<file path="config.mk">
export PLATFORM = sky130hd
export DESIGN_NAME = clock_select_divider_regs
export DESIGN_NICKNAME = d
export VERILOG_FILES = /design/src/rtl/clock_select_divider_regs.v
export VERILOG_INCLUDE_DIRS = /design/src /design/src/include
export SDC_FILE = /design/constraint.sdc
export NUM_CORES = 1
export LEC_CHECK = 0
export ABC_CLOCK_PERIOD_IN_PS = 5400
export BUFFER_PORTS_ARGS = -buffer_cell sky130_fd_sc_hd__clkbuf_2
export CAP_MARGIN = 15
export CORE_AREA = 2 2 170 172
export DETAILED_ROUTE_END_ITERATION = 6
export DIE_AREA = 0 0 172 174
export GPL_TIMING_DRIVEN = 0
export SLEW_MARGIN = 20
export SYNTH_ARGS = -nofsm -noshare
export SYNTH_HDL_FRONTEND = slang
export SYNTH_SLANG_ARGS = --single-unit
</file>
<file path="constraint.sdc">
create_clock -name sys_clk_i -period 5.4 [get_ports sys_clk_i]
set_clock_uncertainty 0.05 [all_clocks]
set_input_delay 0.27 -clock sys_clk_i [delete_from_list [all_inputs] [get_ports sys_clk_i]]
set_output_delay 0.27 -clock sys_clk_i [all_outputs]
set_load 0.01 [all_outputs]
</file>
<file path="src/include/clock_select_map.vh">
// Register addresses, field positions, reset values and key for the clock select and divider block.
// Assumes a word-wide plain register port carrying 32-bit byte addresses.
`ifndef CLOCK_SELECT_MAP_VH
`define CLOCK_SELECT_MAP_VH
`define MCK_CFG_ADDR    32'h0ffffc30
`define USB_CFG_ADDR    32'h0ffffc38
`define MODEM_CFG_ADDR  32'h0ffffc3c
`define PCK0_CFG_ADDR   32'h0ffffc40
`define PCK1_CFG_ADDR   32'h0ffffc44
`define IRQ_EN_ADDR     32'h0ffffc60
`define IRQ_DIS_ADDR    32'h0ffffc64
`define IRQ_STAT_ADDR   32'h0ffffc68
`define IRQ_MASK_ADDR   32'h0ffffc6c
`define WP_MODE_ADDR    32'h0ffffce4
`define WP_KEY          24'h504d43
`define MCK_CFG_MASK    32'h00001373
`define USB_CFG_MASK    32'h00000f01
`define MODEM_CFG_MASK  32'h00001f01
`define PCK_CFG_MASK    32'h00000077
`define IRQ_BITS_MASK   32'h0007034b
`define MCK_CFG_RESET   32'h00000001
`define CFG_RESET       32'h00000000
`define MCK_RDY_BIT     3
`define PCK0_RDY_BIT    8
`endif

</file>
<file path="src/rtl/clock_select_divider_regs.v">
// Clock source selection, prescalers and dividers for master, USB host, modem and two
// programmable clocks, with write protection and clock event interrupts.
// Assumes all source clocks arrive as one-cycle enable pulses synchronous to sys_clk_i.
//
// The implementer's own choice: the strobed register port.
`include "clock_select_map.vh"

module clock_select_divider_regs (
  input  wire        sys_clk_i,
  input  wire        reset_i,
  input  wire [31:0] addr_i,
  input  wire [31:0] wdata_i,
  input  wire        wr_i,
  input  wire        rd_i,
  output reg  [31:0] rdata_o,
  input  wire        slow_clk_en_i,
  input  wire        main_clk_en_i,
  input  wire        pll_a_output_en_i,
  input  wire        usb_pll_en_i,
  input  wire        crystal_ready_i,
  input  wire        pll_a_locked_i,
  input  wire        usb_pll_locked_i,
  input  wire        main_source_switch_done_i,
  input  wire        rc_osc_ready_i,
  input  wire        clock_failure_event_i,
  output reg         master_clock_en_o,
  output reg         ddr_clock_en_o,
  output reg         usb_host_clock_en_o,
  output reg         soft_modem_clock_en_o,
  output reg  [1:0]  programmable_clock_out_en_o,
  output wire        irq_o
);

  reg  [31:0] mck_cfg_q;
  reg  [31:0] usb_cfg_q;
  reg  [31:0] modem_cfg_q;
  reg  [31:0] pck_cfg_q [0:1];
  reg  [31:0] irq_en_q;
  reg  [31:0] irq_stat_q;
  reg         write_protect_enable_q;
  reg         pll_half_q;
  reg  [6:0]  mpre_cnt_q;
  reg  [1:0]  master_divider_cnt_q;
  reg  [3:0]  usb_cnt_q;
  reg  [4:0]  modem_cnt_q;
  reg         mck_rdy_q;
  reg  [31:0] mck_cfg_live_q;
  reg  [1:0]  pck_rdy_q;
  reg  [31:0] events;
  reg         mck_src;
  reg         pre_tick;
  reg  [6:0]  mpre_max;
  reg  [1:0]  master_divider_max;
  wire        wp_open;
  wire        pll_path;

  assign wp_open  = ~write_protect_enable_q;
  assign pll_path = mck_cfg_q[12] ? (pll_a_output_en_i & pll_half_q) : pll_a_output_en_i;

  function [6:0] prescaler_code_max;
    input [2:0] code;
    begin
      prescaler_code_max = (code == 3'h7) ? 7'h02 : ((7'h01 << code) - 7'h01);
    end
  endfunction

  // Register writes.
  always @(posedge sys_clk_i) begin
    if (reset_i) begin
      mck_cfg_q              <= `MCK_CFG_RESET;
      usb_cfg_q              <= `CFG_RESET;
      modem_cfg_q            <= `CFG_RESET;
      pck_cfg_q[0]           <= `CFG_RESET;
      pck_cfg_q[1]           <= `CFG_RESET;
      irq_en_q               <= `CFG_RESET;
      write_protect_enable_q <= 1'b0;
    end else if (wr_i) begin
      if (wp_open) begin
        case (addr_i)
          `MCK_CFG_ADDR:   mck_cfg_q    <= wdata_i & `MCK_CFG_MASK;
          `USB_CFG_ADDR:   usb_cfg_q    <= wdata_i & `USB_CFG_MASK;
          `MODEM_CFG_ADDR: modem_cfg_q  <= wdata_i & `MODEM_CFG_MASK;
          `PCK0_CFG_ADDR:  pck_cfg_q[0] <= wdata_i & `PCK_CFG_MASK;
          `PCK1_CFG_ADDR:  pck_cfg_q[1] <= wdata_i & `PCK_CFG_MASK;
          default:         mck_cfg_q    <= mck_cfg_q;
        endcase
      end
      if (addr_i == `IRQ_EN_ADDR)
        irq_en_q <= irq_en_q | (wdata_i & `IRQ_BITS_MASK);
      if (addr_i == `IRQ_DIS_ADDR)
        irq_en_q <= irq_en_q & ~wdata_i;
      if (addr_i == `WP_MODE_ADDR && wdata_i[31:8] == `WP_KEY)
        write_protect_enable_q <= wdata_i[0];
    end
  end

  // Master source select and prescaler; settings other than the PLL halving bit 12 are sampled only at period ends.
  always @* begin
    case (mck_cfg_live_q[1:0])
      2'h0:    mck_src = slow_clk_en_i;
      2'h1:    mck_src = main_clk_en_i;
      2'h2:    mck_src = pll_path;
      default: mck_src = usb_pll_en_i;
    endcase
    mpre_max = prescaler_code_max(mck_cfg_live_q[6:4]);
    pre_tick = mck_src && (mpre_cnt_q == mpre_max);
    case (mck_cfg_live_q[9:8])
      2'h0:    master_divider_max = 2'h0;
      2'h1:    master_divider_max = 2'h1;
      2'h2:    master_divider_max = 2'h3;
      default: master_divider_max = 2'h2;
    endcase
  end

  always @(posedge sys_clk_i) begin
    if (reset_i) begin
      pll_half_q        <= 1'b0;
      mpre_cnt_q        <= 7'h00;
      master_divider_cnt_q        <= 2'h0;
      mck_cfg_live_q    <= `MCK_CFG_RESET;
      mck_rdy_q         <= 1'b1;
      master_clock_en_o <= 1'b0;
      ddr_clock_en_o    <= 1'b0;
    end else begin
      if (pll_a_output_en_i)
        pll_half_q <= ~pll_half_q;
      master_clock_en_o <= 1'b0;
      ddr_clock_en_o    <= 1'b0;
      if (mck_src)
        mpre_cnt_q <= (mpre_cnt_q >= mpre_max) ? 7'h00 : mpre_cnt_q + 7'h01;
      if (pre_tick) begin
        if (master_divider_cnt_q >= master_divider_max) begin
          master_divider_cnt_q        <= 2'h0;
          master_clock_en_o <= 1'b1;
          ddr_clock_en_o    <= (mck_cfg_live_q[9:8] != 2'h0);
          mck_cfg_live_q    <= mck_cfg_q;
          mck_rdy_q         <= 1'b1;
        end else begin
          master_divider_cnt_q <= master_divider_cnt_q + 2'h1;
        end
      end
      if (mck_cfg_q != mck_cfg_live_q)
        mck_rdy_q <= 1'b0;
    end
  end

  // USB host and modem dividers.
  always @(posedge sys_clk_i) begin
    if (reset_i) begin
      usb_cnt_q             <= 4'h0;
      modem_cnt_q           <= 5'h00;
      usb_host_clock_en_o   <= 1'b0;
      soft_modem_clock_en_o <= 1'b0;
    end else begin
      usb_host_clock_en_o   <= 1'b0;
      soft_modem_clock_en_o <= 1'b0;
      if (usb_cfg_q[0] ? usb_pll_en_i : pll_a_output_en_i) begin
        if (usb_cnt_q >= usb_cfg_q[11:8]) begin
          usb_cnt_q           <= 4'h0;
          usb_host_clock_en_o <= 1'b1;
        end else begin
          usb_cnt_q <= usb_cnt_q + 4'h1;
        end
      end
      if (modem_cfg_q[0] ? usb_pll_en_i : pll_a_output_en_i) begin
        if (modem_cnt_q >= modem_cfg_q[12:8]) begin
          modem_cnt_q           <= 5'h00;
          soft_modem_clock_en_o <= 1'b1;
        end else begin
          modem_cnt_q <= modem_cnt_q + 5'h01;
        end
      end
    end
  end

  // Programmable clock outputs; code 7 is treated as undivided since it is reserved.
  genvar gi;
  generate
    for (gi = 0; gi < 2; gi = gi + 1) begin : g_pck
      reg  [6:0]  cnt_q;
      reg  [31:0] live_q;
      reg         src;
      reg  [6:0]  pmax;
      always @* begin
        case (live_q[2:0])
          3'h0:    src = slow_clk_en_i;
          3'h1:    src = main_clk_en_i;
          3'h2:    src = pll_path;
          3'h3:    src = usb_pll_en_i;
          3'h4:    src = master_clock_en_o;
          default: src = 1'b0;
        endcase
        pmax = (live_q[6:4] == 3'h7) ? 7'h00 : prescaler_code_max(live_q[6:4]);
      end
      always @(posedge sys_clk_i) begin
        if (reset_i) begin
          cnt_q                           <= 7'h00;
          live_q                          <= `CFG_RESET;
          pck_rdy_q[gi]                   <= 1'b1;
          programmable_clock_out_en_o[gi] <= 1'b0;
        end else begin
          programmable_clock_out_en_o[gi] <= 1'b0;
          if (src) begin
            if (cnt_q >= pmax) begin
              cnt_q                           <= 7'h00;
              programmable_clock_out_en_o[gi] <= 1'b1;
              live_q                          <= pck_cfg_q[gi];
              pck_rdy_q[gi]                   <= 1'b1;
            end else begin
              cnt_q <= cnt_q + 7'h01;
            end
          end
          if (pck_cfg_q[gi] != live_q)
            pck_rdy_q[gi] <= 1'b0;
        end
      end
    end
  endgenerate

  // Status flags follow their sources; the failure event is sticky until status is read.
  always @* begin
    events     = 32'h0;
    events[0]  = crystal_ready_i;
    events[1]  = pll_a_locked_i;
    events[`MCK_RDY_BIT] = mck_rdy_q;
    events[6]  = usb_pll_locked_i;
    events[`PCK0_RDY_BIT]     = pck_rdy_q[0];
    events[`PCK0_RDY_BIT + 1] = pck_rdy_q[1];
    events[16] = main_source_switch_done_i;
    events[17] = rc_osc_ready_i;
  end

  always @(posedge sys_clk_i) begin
    if (reset_i) begin
      irq_stat_q <= 32'h0;
    end else begin
      // A failure arriving with the clearing read still sets the flag.
      irq_stat_q[18] <= clock_failure_event_i |
                        (irq_stat_q[18] & ~(rd_i && addr_i == `IRQ_STAT_ADDR));
    end
  end

  assign irq_o = |((events | irq_stat_q) & irq_en_q);

  // Read data stands one cycle after the strobe, zero otherwise.
  always @(posedge sys_clk_i) begin
    if (reset_i) begin
      rdata_o <= 32'h0;
    end else if (rd_i) begin
      case (addr_i)
        `MCK_CFG_ADDR:   rdata_o <= mck_cfg_q;
        `USB_CFG_ADDR:   rdata_o <= usb_cfg_q;
        `MODEM_CFG_ADDR: rdata_o <= modem_cfg_q;
        `PCK0_CFG_ADDR:  rdata_o <= pck_cfg_q[0];
        `PCK1_CFG_ADDR:  rdata_o <= pck_cfg_q[1];
        `IRQ_STAT_ADDR:  rdata_o <= events | irq_stat_q;
        `IRQ_MASK_ADDR:  rdata_o <= irq_en_q;
        `WP_MODE_ADDR:   rdata_o <= {31'h0, write_protect_enable_q};
        default:         rdata_o <= 32'h0;
      endcase
    end else begin
      rdata_o <= 32'h0;
    end
  end

endmodule // clock_select_divider_regs

</file>
==> out/qor.yml <==
status: "completed"
cts_buffers: 17
setup_viol: 0
clock_tree.root_cell: "clkbuf_16"
yosysSeqAreaShare: 0.397
antenna_found_initial: 2
io_buffers: 114
synth_top_area_frac: 0.354
start_util: 0.295
first_pass_iters: 5
leakage_nw: 3.94
row_count: 62
synthDistinctLibCells: 81
avgSynthCellArea_um2: 9.64
setup.worst_path.class: "flop to flop"
cp_max_fo: 10
max_freq_ghz: 0.292
finalHoldViolCount: 0
crit_path_start_kind: "flop"
drc: 0
dieWidth_um: 172
yosys.area.top_type: "dfxtp_1"
area_delta_synth_final_pct: 21.4
worstPathRequired_ns: 5.71
post_drt_wl_per_cell_um: 16.1
clock_latency_ns: 0.43
cp_cell_sequence: "clkbuf_1 -> or3_1 -> ha_1 -> nor2b_1 -> nor3_1 -> a21oi_1 -> ha_1 -> o211a_1 -> o21ai_0 -> or3_1 -> a21oi_2 -> buf_2 -> mux2i_1"
grtUsageTotal: 0.156
clockPowerShare: 0.379
hp-class: "input pin to flop"
rrSetupSlack_ns: 1.97
path_clk_slew_ns: 0.07
dp_hpwl_mm: 17.5
final.min_clock_period_ns: 3.43
peakVddDrop_uv: 171
power_frac_seq: 0.430
switching_share: 0.299
slew_headroom: 0.459
ant_nets: 0
cts_tree: "done"
netlist_instances: 863
die_area_mm2: 0.0299
tightest_slew_ns: 0.804
grt_max_degree: 17
grt_pass1_vias: 6712
p_switching_mw: 0.897
period_share: 0.635
crit_slowest_cell: "or3_1"
drv_cap: 0
fill_cells: 2929
netlist_top_cells_area: "dfxtp_1, ha_1, mux2i_1, nand2b_1, edfxtp_1"
finish.utilization: 0.358
core_mm2: 0.0282
synth_edf_count: 12
fin_tns_setup_ns: 0
synth_flop_cell: "dfxtp_1"
nets: 1134
drv_slew: 0
whs_ns: 0.0111
p_int_mw: 2.10
cp_slowest_stage_delay_ns: 0.43
grt_overflow_total: 0
rsz0062_at_grt: "false"
cts_buffer_depth: 2
vias: 6923
cp.arrival_ns: 3.74
ys.warnings.count: 0
synth_area_mm2: 0.00832
io-pin-count: 117
syn_nets: 983
synthArstFlopShare: 0
diodes: 0
drive_gt1_frac: 0.205
h-tree-depth: 4
power_per_cell_area_mw_per_mm2: 297
synth_seq_cells: 159
cts.sinks: 159
drt-initial-drc-count: 427
combPwrFrac: 0.191
end_kind: "flop"
gp_congestion: 0.862
grt_first_pass_wirelength_mm: 36.5
die_h_um: 174
wl_mm: 22.7
viasPerCell: 4.91
==> cell type report <==
cell class              instances  area, µm²  area share
inverters                      23       86.3     0.00855
multi-input cells             634       4670       0.463
plain buffers                  47        254      0.0251
repair buffers                132        751      0.0743
clock inverters                14        123      0.0121
clock buffers                  18        429      0.0425
flip-flops and latches        159       3300       0.327
well taps                     384        480      0.0476
==> power by group through the flow <==
| stage | clock network, mW | logic (mW) | registers (mW) |
|---|---|---|---|
| 4_1_cts | 1.16 | 0.579 | 1.29 |
| 2_1_floorplan | 0 | 0.415 | 1.30 |
| 3_5_place_dp | 0 | 0.565 | 1.31 |
| 6_report | 1.14 | 0.574 | 1.29 |
| 5_1_grt | 1.21 | 0.648 | 1.30 |
| 3_3_place_gp | 0 | 0.554 | 1.31 |
==> path summary, 6_finish.rpt <==
check | start | to | cells after the start
worst max-delay path | g_pck[1].live_q[6] | g_pck[1].live_q[5] | 13
worst min-delay path | clock_failure_event_i | irq_stat_q[18] | 3
worst max register to register | g_pck[1].live_q[6] | g_pck[1].live_q[5] | 13
worst min register to register | irq_en_q[29] | irq_en_q[29] | 2
==> cells in the final DEF (no fill, tap or decap), types with 23 or more instances in the layout <==
cell type / Yosys / layout
clkbuf_2: 1 / 115
nor2_1: 38 / 38
ha_1: 42 / 42
and2_1: 29 / 29
mux2i_1: 49 / 49
inv_1: 23 / 23
nand2b_1: 77 / 77
xor2_1: 27 / 27
a21oi_1: 28 / 28
clkbuf_1: 30 / 31
a21oi_2: 24 / 24
nor3_1: 35 / 35
nand2_1: 34 / 34
dfxtp_1: 147 / 147
==> through the flow <==
stage	cells	setup WS [ns]	area, µm²	power, mW
2_1_floorplan	863	2.35	8320	1.71
3_3_place_gp	1361	2.00	9370	1.87
3_5_place_dp	1361	1.98	9370	1.88
4_1_cts	1411	1.95	10100	3.02
5_1_grt	1411	1.68	10100	3.15
6_report	1411	1.97	10100	3.00
==> what timing repair did <==
item                      CTS  global route
setup buffers               0             0
hold endpoints to repair   18             0
gates resized for setup     0             0
hold buffers               18             0
==> kinds of logic after synthesis <==
kind of cell,after synthesis,share of synthesized area
AO/OA/AOI/OAI,158,0.141
XOR/XNOR,39,0.0411
adder cells (fa/ha/maj),42,0.0632
buffers and inverters,70,0.0409
flip-flops,159,0.397
multiplexers,52,0.0630
other,1,0.000451
AND/OR/NAND/NOR,342,0.253
==> cell usage after synthesis, types with 4 or more instances <==
library cell / count
xnor2_1: 12
a21o_1: 8
and2_1: 29
xor2_1: 27
nand4_1: 19
nor3b_1: 4
nand2_1: 34
or4_1: 8
nand3_1: 19
buf_2: 5
nor3_1: 35
clkbuf_1: 30
a22oi_1: 5
nor2b_1: 15
and4_1: 11
dfxtp_1: 147
inv_1: 23
o21ai_0: 9
nor2_1: 38
nand2b_1: 77
a31oi_1: 9
a21oi_1: 28
a21oi_2: 24
o31ai_1: 8
a22o_1: 8
buf_4: 4
edfxtp_1: 12
and3_1: 4
mux2i_1: 49
a211oi_1: 21
or3_1: 6
nor4_1: 9
ha_1: 42
==> routing by layer <==
layer  share of wire  GRT usage  vias up
li1                -          -     3459
met1            0.47      0.210     3267
met2            0.47      0.248      154
met5         0.00092          0        -
met3           0.040     0.0280       39
met4           0.024     0.0571        4
==> flip-flops by register name (all words and copies together), names as in the netlist, 2 cells and up, named ones only <==
register and cells:
usb_cnt_q 4, g_pck.live_q 12, events 2, usb_cfg_q 5
g_pck.cnt_q 14, master_divider_cnt_q 2, mck_cfg_live_q 8, modem_cfg_q 6
mpre_cnt_q 7, pck_cfg_q 12, irq_en_q 23, programmable_clock_out_en_o 2
rdata_o 32, mck_cfg_q 8, modem_cnt_q 5
==> worst max-delay path: cells and delay by family (launching register included) <==
family	cells	cell delay, ns
adders and majority gates	2	0.53
and+or+nand+nor	4	1.11
DFF	1	0.30
muxes	1	0.20
AOI/OAI and AO/OA	4	0.63
buffers and inverters	2	0.54
Power figures use the tool's default switching activity.
